===== src/rtl/tcc_pkg.sv =====
// Constants, encodings and carrier types for the timer capture/compare block.
// Assumes one timer clock domain; every user needs nothing else.
package tcc_pkg;

  // ----------------------------------------------------------------
  // Widths and counts
  // ----------------------------------------------------------------
  localparam int CNT_W     = 16;
  localparam int NUM_CHAN  = 7;

  // ----------------------------------------------------------------
  // Count modes
  // ----------------------------------------------------------------
  localparam logic [1:0] MC_STOP  = 2'h0;
  localparam logic [1:0] MC_UP    = 2'h1;
  localparam logic [1:0] MC_CONT  = 2'h2;
  localparam logic [1:0] MC_UPDN  = 2'h3;

  // ----------------------------------------------------------------
  // Capture input select and edge select
  // ----------------------------------------------------------------
  localparam logic [1:0] SEL_FIRST  = 2'h0;
  localparam logic [1:0] SEL_SECOND = 2'h1;
  localparam logic [1:0] SEL_GND    = 2'h2;
  localparam logic [1:0] SEL_VCC    = 2'h3;
  localparam logic [1:0] EDGE_RISE  = 2'h1;
  localparam logic [1:0] EDGE_FALL  = 2'h2;

  // ----------------------------------------------------------------
  // Latch load events and grouping
  // ----------------------------------------------------------------
  localparam logic [1:0] LD_IMM      = 2'h0;
  localparam logic [1:0] LD_ZERO     = 2'h1;
  localparam logic [1:0] LD_ZERO_PER = 2'h2;
  localparam logic [1:0] LD_OLD      = 2'h3;
  localparam logic [1:0] GRP_NONE    = 2'h0;
  localparam logic [1:0] GRP_PAIRS   = 2'h1;
  localparam logic [1:0] GRP_TRIPLES = 2'h2;
  localparam logic [1:0] GRP_ALL     = 2'h3;

  // ----------------------------------------------------------------
  // Output unit modes
  // ----------------------------------------------------------------
  localparam logic [2:0] OM_BIT = 3'h0;
  localparam logic [2:0] OM_SET = 3'h1;
  localparam logic [2:0] OM_TGR = 3'h2;
  localparam logic [2:0] OM_SR  = 3'h3;
  localparam logic [2:0] OM_TGL = 3'h4;
  localparam logic [2:0] OM_RST = 3'h5;
  localparam logic [2:0] OM_TGS = 3'h6;
  localparam logic [2:0] OM_RS  = 3'h7;

  typedef enum logic {
    DIR_UP   = 1'b0,
    DIR_DOWN = 1'b1
  } tcc_dir_type;

  typedef struct packed {
    logic       measure_mode_bit;
    logic       capture_sync_bit;
    logic [1:0] input_select_field;
    logic [1:0] edge_select_field;
    logic [1:0] load_select_field;
    logic [2:0] out_mode;
    logic       out_bit;
  } tcc_cfg_type;

endpackage


===== src/rtl/tcc_timer_capture_compare.sv =====
// Counter, capture/compare channels, grouped compare latches, output units.
// Assumes all inputs are synchronous to clk_i, the timer clock.
`timescale 1ns/1ps

module tcc_timer_capture_compare #(
  parameter int NCH = tcc_pkg::NUM_CHAN,
  parameter int CW  = tcc_pkg::CNT_W
) (
  input  wire logic                           clk_i,
  input  wire logic                           rst_n_i,
  input  wire logic [1:0]                     count_mode_field_i,
  input  wire logic                           counter_clear_i,
  input  wire logic                           counter_write_i,
  input  wire logic [CW-1:0]                  counter_wdata_i,
  input  wire tcc_pkg::tcc_cfg_type [NCH-1:0] ch_cfg_i,
  input  wire logic [1:0]                     latch_group_field_i,
  input  wire logic [NCH-1:0]                 buf_write_i,
  input  wire logic [CW-1:0]                  buf_wdata_i,
  input  wire logic [NCH-1:0]                 buf_read_i,
  input  wire logic [NCH-1:0]                 flag_clear_i,
  input  wire logic [NCH-1:0]                 overflow_clear_i,
  input  wire logic [NCH-1:0]                 capture_input_first_i,
  input  wire logic [NCH-1:0]                 capture_input_second_i,
  input  wire logic                           float_select_i,
  input  wire logic                           output_float_pin_i,
  output logic [CW-1:0]                       counter_value_o,
  output logic                                count_down_o,
  output logic [NCH-1:0][CW-1:0]              channel_buffer_o,
  output logic [NCH-1:0]                      channel_flag_o,
  output logic [NCH-1:0]                      capture_overflow_o,
  output logic [NCH-1:0]                      input_level_o,
  output logic                                period_match_pulse_o,
  output logic [NCH-1:0]                      channel_match_pulse_o,
  output logic [NCH-1:0]                      timer_out_o,
  output logic [NCH-1:0]                      timer_out_oe_o
);

  // ----------------------------------------------------------------
  // Helpers
  // ----------------------------------------------------------------
  function automatic int ctrl_of(input int ch, input logic [1:0] grp);
    int c;
    c = ch;
    case (grp)
      tcc_pkg::GRP_PAIRS:   c = (ch == 0) ? 0 : ((ch - 1) / 2) * 2 + 1;
      tcc_pkg::GRP_TRIPLES: c = (ch == 0) ? 0 : ((ch <= 3) ? 1 : 4);
      tcc_pkg::GRP_ALL:     c = 1;
      default:              c = ch;
    endcase
    return c;
  endfunction

  function automatic logic edge_hit(input logic [1:0] es,
                                    input logic rise,
                                    input logic fall);
    return ((es & tcc_pkg::EDGE_RISE) != 2'h0 && rise) ||
           ((es & tcc_pkg::EDGE_FALL) != 2'h0 && fall);
  endfunction

  // ----------------------------------------------------------------
  // Counter
  // ----------------------------------------------------------------
  logic [CW-1:0]        cnt_q;
  logic [CW-1:0]        cnt_d;
  tcc_pkg::tcc_dir_type dir_q;
  tcc_pkg::tcc_dir_type dir_d;
  logic                 counted_q;
  logic                 tick;
  logic [NCH-1:0][CW-1:0] latch_q;
  logic [CW-1:0]        period;

  assign period = latch_q[0];

  // A zero period in up or up/down mode halts the counter.
  assign tick = (count_mode_field_i != tcc_pkg::MC_STOP) &&
                !((count_mode_field_i != tcc_pkg::MC_CONT) &&
                  (period == '0));

  always_comb begin
    cnt_d = cnt_q;
    dir_d = dir_q;
    case (count_mode_field_i)
      tcc_pkg::MC_UP: begin
        cnt_d = (cnt_q >= period) ? '0 : cnt_q + 1'b1;
      end
      tcc_pkg::MC_CONT: begin
        cnt_d = cnt_q + 1'b1;
      end
      tcc_pkg::MC_UPDN: begin
        if (dir_q == tcc_pkg::DIR_UP) begin
          if (cnt_q >= period) begin
            dir_d = tcc_pkg::DIR_DOWN;
            cnt_d = cnt_q - 1'b1;
          end else begin
            cnt_d = cnt_q + 1'b1;
          end
        end else if (cnt_q == '0) begin
          dir_d = tcc_pkg::DIR_UP;
          cnt_d = cnt_q + 1'b1;
        end else begin
          cnt_d = cnt_q - 1'b1;
        end
      end
      default: begin
        cnt_d = cnt_q;
      end
    endcase
  end

  always_ff @(posedge clk_i or negedge rst_n_i) begin
    if (!rst_n_i) begin
      cnt_q     <= '0;
      dir_q     <= tcc_pkg::DIR_UP;
      counted_q <= 1'b0;
    end else if (counter_clear_i) begin
      cnt_q     <= '0;
      dir_q     <= tcc_pkg::DIR_UP;
      counted_q <= 1'b0;
    end else if (counter_write_i) begin
      cnt_q     <= counter_wdata_i;
      counted_q <= 1'b0;
    end else begin
      counted_q <= tick;
      if (tick) begin
        cnt_q <= cnt_d;
        dir_q <= dir_d;
      end
    end
  end

  assign counter_value_o = cnt_q;
  assign count_down_o    = (dir_q == tcc_pkg::DIR_DOWN);

  // Events only follow a real count step.
  logic           zero_ev;
  logic           per_ev;
  logic [NCH-1:0] hit_ev;

  assign zero_ev = counted_q && (cnt_q == '0);
  assign per_ev  = counted_q && (cnt_q == period);

  // ----------------------------------------------------------------
  // Capture path
  // ----------------------------------------------------------------
  logic [NCH-1:0] sel_lvl;
  logic [NCH-1:0] use_lvl;
  logic [NCH-1:0] sync_q;
  logic [NCH-1:0] prev_q;
  logic [NCH-1:0] cap_ev;
  logic [NCH-1:0] cmp_ev;

  always_comb begin
    for (int i = 0; i < NCH; i++) begin
      case (ch_cfg_i[i].input_select_field)
        tcc_pkg::SEL_FIRST:  sel_lvl[i] = capture_input_first_i[i];
        tcc_pkg::SEL_SECOND: sel_lvl[i] = capture_input_second_i[i];
        tcc_pkg::SEL_GND:    sel_lvl[i] = 1'b0;
        default:             sel_lvl[i] = 1'b1;
      endcase
      use_lvl[i] = ch_cfg_i[i].capture_sync_bit ? sync_q[i]
                                                : sel_lvl[i];
      cap_ev[i]  = ch_cfg_i[i].measure_mode_bit &&
                   edge_hit(ch_cfg_i[i].edge_select_field,
                            use_lvl[i] && !prev_q[i],
                            !use_lvl[i] && prev_q[i]);
      hit_ev[i]  = counted_q && (cnt_q == latch_q[i]);
      cmp_ev[i]  = !ch_cfg_i[i].measure_mode_bit && hit_ev[i];
    end
  end

  always_ff @(posedge clk_i or negedge rst_n_i) begin
    if (!rst_n_i) begin
      sync_q        <= '0;
      prev_q        <= '0;
      input_level_o <= '0;
    end else begin
      sync_q        <= sel_lvl;
      prev_q        <= use_lvl;
      input_level_o <= sel_lvl;
    end
  end

  // ----------------------------------------------------------------
  // Buffers, flags and overflow
  // ----------------------------------------------------------------
  logic [NCH-1:0] unread_q;

  always_ff @(posedge clk_i or negedge rst_n_i) begin
    if (!rst_n_i) begin
      channel_buffer_o   <= '0;
      channel_flag_o     <= '0;
      capture_overflow_o <= '0;
      unread_q           <= '0;
    end else begin
      for (int i = 0; i < NCH; i++) begin
        if (cap_ev[i]) begin
          channel_buffer_o[i] <= cnt_q;
        end else if (buf_write_i[i]) begin
          channel_buffer_o[i] <= buf_wdata_i;
        end
        // Hardware set wins over a software clear in the same cycle.
        if (cap_ev[i] || cmp_ev[i]) begin
          channel_flag_o[i] <= 1'b1;
        end else if (flag_clear_i[i]) begin
          channel_flag_o[i] <= 1'b0;
        end
        if (cap_ev[i] && unread_q[i]) begin
          capture_overflow_o[i] <= 1'b1;
        end else if (overflow_clear_i[i]) begin
          capture_overflow_o[i] <= 1'b0;
        end
        if (cap_ev[i]) begin
          unread_q[i] <= 1'b1;
        end else if (buf_read_i[i]) begin
          unread_q[i] <= 1'b0;
        end
      end
    end
  end

  // ----------------------------------------------------------------
  // Compare latch loading and grouping
  // ----------------------------------------------------------------
  logic [NCH-1:0]      pend_q;
  logic [NCH-1:0]      imm_ld;
  logic [NCH-1:0]      ev_ld;
  logic [NCH-1:0][1:0] eff_ls;

  always_comb begin
    int  c;
    logic ev;
    logic ready;
    c     = 0;
    ev    = 1'b0;
    ready = 1'b1;
    for (int i = 0; i < NCH; i++) begin
      c = ctrl_of(i, latch_group_field_i);
      if (c >= NCH) begin
        c = i;
      end
      eff_ls[i] = ch_cfg_i[c].load_select_field;
      // A zero controller load-select forces plain per-channel loads.
      if (eff_ls[i] == tcc_pkg::LD_IMM) begin
        c = i;
      end
      ready = 1'b1;
      for (int j = 0; j < NCH; j++) begin
        if (ctrl_of(j, latch_group_field_i) == c || j == i) begin
          ready = ready & pend_q[j];
        end
      end
      case (eff_ls[i])
        tcc_pkg::LD_ZERO:     ev = zero_ev;
        tcc_pkg::LD_ZERO_PER: ev = zero_ev ||
          (count_mode_field_i == tcc_pkg::MC_UPDN && per_ev);
        tcc_pkg::LD_OLD:      ev = hit_ev[i];
        default:              ev = 1'b0;
      endcase
      imm_ld[i] = buf_write_i[i] &&
                  (eff_ls[i] == tcc_pkg::LD_IMM);
      ev_ld[i]  = ev && ready;
    end
  end

  always_ff @(posedge clk_i or negedge rst_n_i) begin
    if (!rst_n_i) begin
      latch_q <= '0;
      pend_q  <= '0;
    end else begin
      for (int i = 0; i < NCH; i++) begin
        if (imm_ld[i]) begin
          latch_q[i] <= buf_wdata_i;
        end else if (ev_ld[i]) begin
          latch_q[i] <= channel_buffer_o[i];
        end
        if (buf_write_i[i] && !imm_ld[i]) begin
          pend_q[i] <= 1'b1;
        end else if (ev_ld[i] || imm_ld[i]) begin
          pend_q[i] <= 1'b0;
        end
      end
    end
  end

  // ----------------------------------------------------------------
  // Output units
  // ----------------------------------------------------------------
  always_ff @(posedge clk_i or negedge rst_n_i) begin
    if (!rst_n_i) begin
      timer_out_o           <= '0;
      timer_out_oe_o        <= '0;
      period_match_pulse_o  <= 1'b0;
      channel_match_pulse_o <= '0;
    end else begin
      period_match_pulse_o  <= per_ev;
      channel_match_pulse_o <= cmp_ev;
      for (int i = 0; i < NCH; i++) begin
        timer_out_oe_o[i] <= !(float_select_i &&
                               output_float_pin_i);
        case (ch_cfg_i[i].out_mode)
          tcc_pkg::OM_BIT: timer_out_o[i] <= ch_cfg_i[i].out_bit;
          tcc_pkg::OM_SET: if (cmp_ev[i]) timer_out_o[i] <= 1'b1;
          tcc_pkg::OM_TGR: begin
            if (per_ev) timer_out_o[i] <= 1'b0;
            else if (cmp_ev[i]) timer_out_o[i] <= !timer_out_o[i];
          end
          tcc_pkg::OM_SR: begin
            if (per_ev) timer_out_o[i] <= 1'b0;
            else if (cmp_ev[i]) timer_out_o[i] <= 1'b1;
          end
          tcc_pkg::OM_TGL: if (cmp_ev[i]) timer_out_o[i] <= !timer_out_o[i];
          tcc_pkg::OM_RST: if (cmp_ev[i]) timer_out_o[i] <= 1'b0;
          tcc_pkg::OM_TGS: begin
            if (per_ev) timer_out_o[i] <= 1'b1;
            else if (cmp_ev[i]) timer_out_o[i] <= !timer_out_o[i];
          end
          default: begin
            if (per_ev) timer_out_o[i] <= 1'b1;
            else if (cmp_ev[i]) timer_out_o[i] <= 1'b0;
          end
        endcase
      end
    end
  end

  logic plain_step;
  assign plain_step = !counter_clear_i && !counter_write_i && tick;

  for (genvar g = 0; g < NCH; g++) begin : g_chk

  end
endmodule // tcc_timer_capture_compare


===== config.mk =====
export PLATFORM = sky130hd
export DESIGN_NAME = tcc_timer_capture_compare
export DESIGN_NICKNAME = d
export VERILOG_FILES = /design/src/rtl/tcc_pkg.sv /design/src/rtl/tcc_timer_capture_compare.sv
export SDC_FILE = /design/constraint.sdc
export NUM_CORES = 1
export LEC_CHECK = 0
export BUFFER_PORTS_ARGS = -buffer_cell sky130_fd_sc_hd__buf_2
export CORE_ASPECT_RATIO = 0.75
export CORE_UTILIZATION = 45
export DETAILED_ROUTE_END_ITERATION = 8
export PLACE_DENSITY = 0.73
export SYNTH_ARGS = -nofsm -noshare
export SYNTH_HDL_FRONTEND = slang
export SYNTH_SLANG_ARGS = --single-unit

===== constraint.sdc =====
create_clock -name clk_i -period 4.4 [get_ports clk_i]
set_clock_uncertainty 0.1 [all_clocks]
set_input_delay 0.44 -clock clk_i [delete_from_list [all_inputs] [get_ports clk_i]]
set_output_delay 0.44 -clock clk_i [all_outputs]
set_load 0.005 [all_outputs]

======== Word-level counts from Yosys, hierarchy flattened ========
Cells that the tools add are included.
word-level totals
  flip-flop bits (word level) ............. 300
  bits of input ports ..................... 168
  output and inout port bits .............. 172
  logic and storage cells ................. 713
operators by class
  order comparisons ....................... 13
  multiplexer cells ....................... 256
  bitwise logic cells ..................... 42
  reduce and logical (&&, ||, !) cells .... 215
  $add $sub $neg .......................... 2
  equal/unequal tests ..................... 134
operators by type and width
  cell                                                                number
  equality test 32 bit                                                30
  2-to-1 mux 16 bit                                                   35
  2-to-1 mux 32 bit                                                   10
  binary-select mux 12 bit (select 3 bit)                             6
  equality test 2 x 32 -> 1 bit, first input constant                 6
  equality test 32 x 2 -> 1 bit, second input constant                6
  greater-or-equal comparator 32 x 4 -> 1 bit, second input constant  6
  < comparator 32 x 5 -> 1 bit, second input constant                 6
  2-to-1 mux 1 bit                                                    165
  equality test 16 bit                                                7
  nonzero test 2 bit                                                  45
  logical AND 1 bit                                                   82
  2-to-1 mux 6 bit                                                    12
  equality test 3 bit, second input constant                          21
  equality test 2 bit, second input constant                          25
  case mux 1 bit (7 select lines)                                     7
  case mux 16 bit (3 select lines)                                    1
  bitwise AND 1 bit                                                   42
  equality test 3 x 2 -> 1 bit, second input constant                 14
  case mux 1 bit (3 select lines)                                     14
  logical NOT 1 bit                                                   37
  equality test 2 x 1 -> 1 bit, second input constant                 16
  logical NOT 16 bit                                                  2
  logical NOT 2 bit                                                   14
  16 further kinds                                                    53

======== Longest topological paths before layout ========
Gate-level depths: netlist of the first run.
  word-level depth ........................ 27
  mapped depth ............................ 13

======== Worst setup path before layout of the first run ========
Ideal clock, no wire load.
  path kind ............................... register -> register
  start point ............................. register cnt_q[0] (netlist: counter_value_o[0])
  end point ............................... register cnt_q[10] (netlist: counter_value_o[10])
  buffers on the path ..................... 3
  library setup time ...................... 139 ps
  arrival time ............................ 3326 ps
  setup slack ............................. 835 ps
  cell stages (with the launch flop) ...... 13
  cell sequence ........................... dfrtp_1 > buf_2 > clkbuf_1 > inv_1 > ha_1 > nand2b_1 > a2111oi_2 > o31ai_4 > o31ai_1 > clkbuf_1 > a21oi_1 > a211oi_1 > o221ai_1
between the ends
  cells in the longest elaborated chain, start to end .. 7
RTL lines
  item                                                  line                                                              source
  from (decl)                                           tcc_timer_capture_compare.sv:63                                   logic [CW-1:0] cnt_q;
  from (signal assigned)                                tcc_timer_capture_compare.sv:120                                  cnt_q <= counter_wdata_i;
  from (signal assigned)                                tcc_timer_capture_compare.sv:125                                  cnt_q <= cnt_d;
  adder 16 x 1 -> 16 bit, or another cell as far along  --
  2-to-1 mux 16 bit, on equally long branches           tcc_timer_capture_compare.sv:91, tcc_timer_capture_compare.sv:97
  2-to-1 mux 16 bit                                     tcc_timer_capture_compare.sv:90                                   if (dir_q == tcc_pkg::DIR_UP) begin
  case mux 16 bit (3 select lines) (*)                  tcc_timer_capture_compare.sv:82                                   case (count_mode_field_i)
  2-to-1 mux 16 bit (*)                                 tcc_timer_capture_compare.sv:124                                  if (tick) begin
  2-to-1 mux 16 bit (*)                                 tcc_timer_capture_compare.sv:119                                  end else if (counter_write_i) begin
  2-to-1 mux 16 bit (*)                                 tcc_timer_capture_compare.sv:115                                  end else if (counter_clear_i) begin
Every way passes the cells marked *; elsewhere a longest branch is shown, timed or not. The select of a mux whose other input is x is not followed.
A chain may end at the register's enable or synchronous reset.

======== Worst setup path after layout of the first run ========
  start point ............................. register cnt_q[4] (netlist: counter_value_o[4])
  end point ............................... register latch_q[95] (netlist name)
between the ends
  cells in the longest elaborated chain, start to end .. 7
RTL lines
  item                                     line                              source
  equality test 16 bit                     tcc_timer_capture_compare.sv:140  assign per_ev = counted_q && (cnt_q == period);
  logical AND 1 bit                        tcc_timer_capture_compare.sv:140
  logical AND 1 bit                        tcc_timer_capture_compare.sv:255  (count_mode_field_i == tcc_pkg::MC_UPDN && per_ev);
  logical OR 1 bit                         tcc_timer_capture_compare.sv:254  tcc_pkg::LD_ZERO_PER: ev = zero_ev ||
  case mux 1 bit (3 select lines) (*)      tcc_timer_capture_compare.sv:252  case (eff_ls[i])
  logical AND 1 bit (*)                    tcc_timer_capture_compare.sv:261  ev_ld[i] = ev && ready;
  nonzero test 2 bit (no source line) (*)  --
  to (signal, indexed assignment)          tcc_timer_capture_compare.sv:272  latch_q[i] <= buf_wdata_i;
  to (signal, indexed assignment)          tcc_timer_capture_compare.sv:274  latch_q[i] <= channel_buffer_o[i];
  to (decl)                                tcc_timer_capture_compare.sv:69   logic [NCH-1:0][CW-1:0] latch_q;
Every way passes the cells marked *; elsewhere a longest branch is shown, timed or not.

==> results of run 1 <==
## layout make-up
type	count	area (µm²)
repair buffers	403	2270
clock inverters	8	123
multi-input cells	1285	9150
fillers	3477	17400
flip-flops and latches	300	7510
clock buffers	49	988
inverters	66	248
well taps	512	641
## cells in the mapped netlist (all sizes together), types with 22 or more instances
master	number
ha	38
nor2	188
clkbuf	93
xnor2	71
nand4	22
xor2	31
dfrtp	300
buf	45
a21oi	189
nand2	90
nand3	66
o21ai	50
mux2i	161
nand2b	34
mux2	145
inv	65
## worst max-delay path, delay by kind of cell (launching register included)
family,cells,cell delay [ps]
buffers and inverters,1,410
muxes,1,420
and+or+nand+nor,3,780
xor gates and xnor gates,1,170
AOI/OAI and AO/OA,2,1050
DFF,1,540
## power groups by stage
stage	sequential, mW	combinational [mW]	clock [mW]
after floorplan	3.82	1.67	0
after global placement	3.92	2.47	0
after detailed placement	3.95	2.55	0
after CTS	3.91	2.58	2.96
after global routing	3.98	2.82	3.06
final	3.92	2.60	2.90
## stage by stage
| step | hold WS (ps) | instance area, µm² |
|---|---|---|
| 2_1_floorplan | 44.4 | 17500 |
| 3_3_place_gp | 379 | 19600 |
| 3_5_place_dp | 391 | 19600 |
| 4_1_cts | 0.312 | 20900 |
| 5_1_grt | 8.65 | 20900 |
| 6_report | 14.8 | 20900 |
## sequential cells by signal, summed over array words and instances (netlist names), 7 cells and up
signal                 cells
sync_q                     7
counter_value_o           16
timer_out_o                7
pend_q                     7
channel_match_pulse_o      7
prev_q                     7
channel_buffer_o         112
period                    16
capture_overflow_o         7
latch_q                   96
unread_q                   7
channel_flag_o             7
## worst paths after layout
check,end,slack [ps],startpoint,depth (start not counted)
setup / recovery,latch_q[95],790,counter_value_o[4],8
hold / removal,timer_out_o[6],10,ch_cfg_i[75],2
setup reg to reg,latch_q[95],790,counter_value_o[4],8
hold reg to reg,channel_flag_o[1],400,channel_flag_o[1],2
max in group asynchronous,timer_out_o[6],2650,rst_n_i,3
min in group asynchronous,timer_out_o[3],380,rst_n_i,2
## repair_timing
action	CTS	global route
hold buffers	23	0
hold endpoints to repair	108	0
gates resized for setup	0	0
## per-layer routing
layer	vias to the layer above	global-route usage [%]
met5	-	0
met4	0	12.1
met3	117	7.47
met2	642	46.5
met1	7536	42.8
li1	6887	-
## cells by family (layout without fill, tap and decap cells)
logic type	count (synthesis)	after routing	share of synthesized area (%)
AO/OA/AOI/OAI	337	337	11.7
XOR/XNOR	102	102	5.10
adder cells (fa/ha/maj)	38	38	2.72
buffers and inverters	204	526	4.87
flip-flops	300	300	42.9
multiplexers	306	306	18.7
AND/OR/NAND/NOR	502	502	14.0
## layout by cell type (no fill, tap or decap), types with 39 or more instances in the layout
cell / n
a21oi_1: 187
buf_2: 338
buf_4: 39
dfrtp_1: 300
inv_1: 65
mux2_2: 127
mux2i_1: 161
nand2_1: 89
nand3_1: 66
nor2_1: 188
o21ai_0: 47
xnor2_1: 71
==> key figures, run 1 <==
Layout
  • Layout cells sized above 1: 28.5%
  • Post-layout net count: 2296
  • Area Growth Syn to Fin: 19.5%
  • Post-Layout Cell Count: 2623
  • Antenna cells: 0
  • Fin util: 54.6%

Clock tree
  • CTS Sinks: 300
  • CTS Root Cell: clkbuf_16
  • Worst-path clk slew: 60 ps
  • Htree depth: 2
  • Clock latency on the worst-skew pair: 530 ps
  • Clock Path Buffers: 3
  • Cts bufs inserted: 34
  • Buffer count from post-CTS setup fixing: 0
  • TritonCTS clock tree: yes

Critical path
  • Worst-path maximum fanout: 18
  • Critical Path, Cell by Cell: buf_4, xnor2_1, nand4_1, nor4_1, nand3_1, o21ba_2, o211ai_2, mux2_2
  • Critical Path RT: 4710 ps
  • Kind of critical path: flop to flop
  • CP max-delay cell: o211ai_2
  • Max stage delay on crit path: 740 ps
  • CP startpoint kind: flop
  • Arr. time, crit path: 3910 ps
  • Critical Path Sink Type: flop

STA
  • Max_slew headroom: 23.5%
  • Final slew viol count: 0
  • Fmax: 277 MHz
  • Min Tclk post-route: 3610 ps
  • Period utilisation layout: 82.0%
  • Final setup fails: 0
  • Post-route setup TNS: 0 ps
  • Least-Margin Pin Slew: 1150 ps
  • Setup ws final: 794 ps
  • RSZ-0062 raised after global routing: false
  • Hold Fails Final Rpt: 0

Global route
  • Initial antenna violation count: 0
  • First-pass GRT wire length: 93.0 mm
  • Total gr overflow: 0
  • Vias in the first global route: 14959
  • GR Util All Layers: 30.9%
  • Largest net degree at the start of global routing: 122

Route
  • Antenna Violating Nets Remaining: 0
  • Drt total wl: 62.0 mm
  • WL met2: 27.3 mm
  • Total iterations of the first detailed-routing run: 6
  • WL/cell: 23.6 µm
  • Post-route DRC: 0
  • Routed via count: 15182
  • Vias per inst: 5.79
  • Met1 Routed Length: 26.6 mm
  • Met3 Wirelength: 5.60 mm
  • Top layer in use: met4
  • Initial DRC count: 1369

Placed design
  • Minimum setup slack after placement: 842 ps
  • DP HPWL: 42.8 mm
  • Inst Count DP: 2543
  • Routability Congestion: 0.953
  • Port bufs: 339

Power
  • Clock share of power: 30.8%
  • LEAKAGE: 9.91 nW
  • Pwr Total: 9.42 mW
  • P_int: 6.39 mW
  • Switching Share: 32.1%
  • Seq pwr share: 41.6%
  • Psw: 3.03 mW
  • Logic pwr share: 27.6%
  • Maximum vdd drop: 223 µV
  • Pwr dens: 450 nW/µm²

Synthesis
  • Sequential area share after synthesis: 42.9%
  • Post-synth ARST share: 100%
  • #FFs+latches synth: 300
  • Synth top area cells: dfrtp_1 (43%), mux2i_1 (9.2%), mux2_2 (8.2%)
  • Syn Inst Count: 1789
  • Synth top area share: 42.9%
  • Library cells used by synthesis: 86
  • Mapped Area: 17500 µm²
  • Post-synth EDFFs: 0
  • Ys flop type: dfrtp_1
  • Synth Warn #: 0
  • Syn Nets: 1995
  • Avg Synthesized Cell Area: 9.79 µm²
  • Synth area leader: dfrtp_1

Floorplan
  • Num rows: 62
  • Die Height: 173 µm
  • Core area: 38300 µm²
  • Die W: 230 µm
  • I/O pin count: 340
  • Die ar.: 39700 µm²
  • Initial Utilization: 45.7%

Outcome
  • Status: complete, no violations

Run
  • Maxcap violations: 0

Min path
  • Min-Delay Path Class: primary input to flop
Power figures use the tool's default switching activity.
==> inputs of run 2 (changes only) <==
ABC_AREA = 1   (was not set)
clock period = 3.7 ns   (was 4.4 ns; I/O delays follow)
==> key figures, run 2 <==
Synthesis
  • Compound-cell area share of the yosys netlist: 14.9% (+3.2 points)
  • Mux contribution to synthesized area: 0.183% (-19 points)
  • Post-synth EDFFs: 0 (unchanged)
  • Library cells used by synthesis: 49 (-43%)
  • Synth top area share: 40.7% (-2.2 points)
  • Xor/xnor cell area share of the yosys netlist: 2.18% (-2.9 points)
  • Ys flop type: dfrtp_1
  • Synth top area cells: dfrtp_1 (41%), nand2_1 (13%), nand3_1 (9.8%)
  • Post-synth top cells: nand2_1 (617), nand3_1 (361), dfrtp_1 (300)
  • Syn Inst Count: 2512 (+40%)
  • Largest family of logic cells by synthesized area: simple AND/OR/NAND/NOR gates
  • Synth Area in Adders: 2.58% (-0.14 points)
  • Post-synth ARST share: 100% (unchanged)
  • Synth area leader: dfrtp_1
  • #FFs+latches synth: 300 (unchanged)
  • Most common cell in the synthesized netlist: nand2_1
  • Post-synthesis simple-gate area fraction: 30.5% (+17 points)
  • Avg Synthesized Cell Area: 7.34 µm² (-25%)
  • Sequential area share after synthesis: 40.7% (-2.2 points)
  • Syn Nets: 2718 (+36%)
  • Mapped Area: 18400 µm² (+5.4%)
  • Synth Warn #: 0 (unchanged)

Power
  • Maximum vdd drop: 297 µV (+33%)
  • LEAKAGE: 11.2 nW (+13%)
  • Pwr dens: 555 nW/µm² (+23%)

Critical path
  • CP max-delay cell: dfrtp_1
  • CP startpoint kind: flop
  • Critical Path Sink Type: flop
  • Most frequent cell on the critical path: nor2_1
  • Reg2reg end: timer_out_o[1]
  • CP endpoint: timer_out_o[1]
  • Kind of critical path: flop to flop
  • Arr. time, crit path: 3730 ps (-180 ps)
  • CP startpoint: counter_value_o[7]
  • Slack of the worst reg-to-reg path: 280 ps (-510 ps)
  • Worst-path maximum fanout: 11 (-7)
  • Critical Path RT: 4000 ps (-710 ps)
  • Critical Path, Cell by Cell: inv_1, buf_4, nand2_1, nor3b_1, o2111ai_1, nor2_1, nand3_1, nor2_1, inv_1, ha_1, nor2_1, a31oi_1, o311ai_0
  • RR Startpoint: counter_value_o[7]
  • Max stage delay on crit path: 620 ps (-120 ps)
  • Reg2reg path depth: 13 (+5)

Run
  • Maxcap violations: 0 (unchanged)

Route
  • WL/cell: 24.6 µm (+3.9%)
  • Routed via count: 20351 (+34%)
  • Post-route DRC: 0 (unchanged)
  • Total iterations of the first detailed-routing run: 6 (unchanged)
  • Initial DRC count: 2389 (+75%)
  • Drt total wl: 83.2 mm (+34%)
  • Antenna Violating Nets Remaining: 0 (unchanged)
  • Vias per inst: 6.01 (+3.9%)

Layout
  • Flip-flop and latch area: 7510 µm² (unchanged)
  • Final instance area: 22200 µm² (+5.9%)
  • Area occupied by multi-input gates: 9300 µm² (+1.6%)
  • Area Growth Syn to Fin: 20.1%
  • Most frequent cells in the layout: nand2_1 (617), nand3_1 (358), buf_2 (338), dfrtp_1 (300), inv_1 (215)
  • Post-layout net count: 3046 (+33%)
  • Top Registers: channel_buffer_o: 112 flops, latch_q: 96 flops
  • Top reg by flops: channel_buffer_o
  • Commonest non-fill, non-tap cell in the layout: nand2_1
  • Layout fillers: 3758 (+8.1%)
  • Post-Layout Cell Count: 3384 (+29%)
  • Layout cells sized above 1: 18.8% (-9.7 points)
  • Max reg flops: 112 (unchanged)

STA
  • Min Tclk post-route: 3420 ps (-185 ps)
  • Final slew viol count: 0 (unchanged)
  • Hold Fails Final Rpt: 0 (unchanged)
  • Period utilisation layout: 92.5% (+11 points)
  • Least-Margin Pin Slew: 991 ps (-157 ps)
  • RSZ-0062 raised after global routing: false
  • Fmax: 292 MHz (+5.4%)
  • Post-route setup TNS: 0 ps (unchanged)
  • Final setup fails: 0 (unchanged)
  • Hold WS: 11.8 ps (-2.96 ps)
  • Max_slew headroom: 33.9% (+10 points)

Floorplan
  • Die ar.: 41800 µm² (+5.3%)
  • Core area: 40000 µm² (+4.3%)
  • Die Height: 177 µm (+2.6%)
  • Num rows: 63 (+1.6%)
  • I/O pin count: 340 (unchanged)
  • Die W: 236 µm (+2.6%)
  • Initial Utilization: 46.2% (+0.47 points)

Placed design
  • Port bufs: 339 (unchanged)
  • Inst Count DP: 3279 (+29%)
  • Placed Area: 20600 µm² (+5.4%)
  • DP HPWL: 59.1 mm (+38%)
  • Routability Congestion: 1.05 (+10%)

Min path
  • Min-Delay Path Class: primary input to flop
  • Hold path cells: 3 (+1)

Global route
  • GR Util All Layers: 38.9% (+8.0 points)
  • First-pass GRT wire length: 120 mm (+29%)
  • Vias in the first global route: 18811 (+26%)
  • Total gr overflow: 0 (unchanged)
  • Initial antenna violation count: 3 (+3)
  • Largest net degree at the start of global routing: 98 (-20%)

Clock tree
  • Worst-path clk slew: 70 ps (about the same)
  • Gates resized, CTS repair: 0 (unchanged)
  • Htree depth: 2 (unchanged)
  • TritonCTS clock tree: yes
  • Clock latency on the worst-skew pair: 540 ps (about the same)
  • Cts bufs inserted: 35 (+2.9%)
  • Clock Path Buffers: 3 (unchanged)
  • CTS Root Cell: clkbuf_16
  • CTS Sinks: 300 (unchanged)

Outcome
  • Status: complete, no violations
==> run 2: cell count changes in the layout (fill, tap and decap cells not counted), sizes merged, moves of 38 or more <==
cell | before | now
buf | 380 | 418
o211ai | 5 | 112
nand3 | 66 | 362
mux2 | 145 | 3
a21oi | 189 | 52
nor2 | 188 | 149
xnor2 | 71 | 16
inv | 67 | 225
mux2i | 161 | 0
nand2 | 90 | 627
o21ai | 50 | 223
==> run 2: power breakdown <==
part	internal, mW	switching [mW]
clock	1.91	1.45
sequential	4.00	0.721
combinational	1.52	2.68
total	7.44	4.85
==> run 2: area by class of cell <==
cell class	instances	share of cell area, %
repair buffers	462	12.5
flip-flops and latches	300	33.9
well taps	520	2.94
inverters	230	3.90
diodes	2	0.0226
clock inverters	10	0.384
multi-input cells	1811	42.0
clock buffers	49	4.42
==> run 2: worst min-delay path by stage <==
stage | from | endpoint | slack, ps
floorplan | rst_n_i | capture_overflow_o[0] | -30
global placement | rst_n_i | channel_buffer_o[8] | 380
detailed placement | rst_n_i | period[9] | 390
CTS | ch_cfg_i[82] | prev_q[6] | 1
global route | capture_input_second_i[5] | sync_q[5] | 20
finish | capture_input_second_i[5] | sync_q[5] | 10
==> run 2: layer usage <==
metal | routed length, µm | track usage (%)
met1 | 33400 | 52.9
met2 | 35100 | 57.2
met3 | 10200 | 9.81
met4 | 4470 | 19.9
met5 | 0 | 0
==> run 2: stage by stage <==
| step | power, mW | util [%] | worst slack [ps] |
|---|---|---|---|
| after detailed placement | 8.78 | 51.7 | 416 |
| final | 12.3 | 55.4 | 279 |
| after global routing | 12.9 | 55.4 | 193 |
| after floorplan | 7.06 | - | 816 |
| after global placement | 8.74 | 51.7 | 577 |
| after CTS | 12.2 | 55.4 | 371 |
==> run 2: critical path: cells and delay by family, from the launching register on <==
kind	cells	cell delay (ps)
and+or+nand+nor	6	1050
buffers and inverters	3	760
DFF	1	620
AOI/OAI and AO/OA	3	530
adders and majority gates	1	200
==> run 2: kinds of logic (layout without fill, tap and decap cells) <==
group	Yosys count	after routing
buffers and inverters	401	751
XOR/XNOR	46	46
multiplexers	3	3
AND/OR/NAND/NOR	1272	1272
flip-flops	300	300
AO/OA/AOI/OAI	452	452
adder cells (fa/ha/maj)	38	38
other	0	2
==> run 2: repair_timing <==
action / CTS / global route
hold buffers: 44 / 0
hold endpoints to repair: 122 / 0
setup buffers: 0 / 0
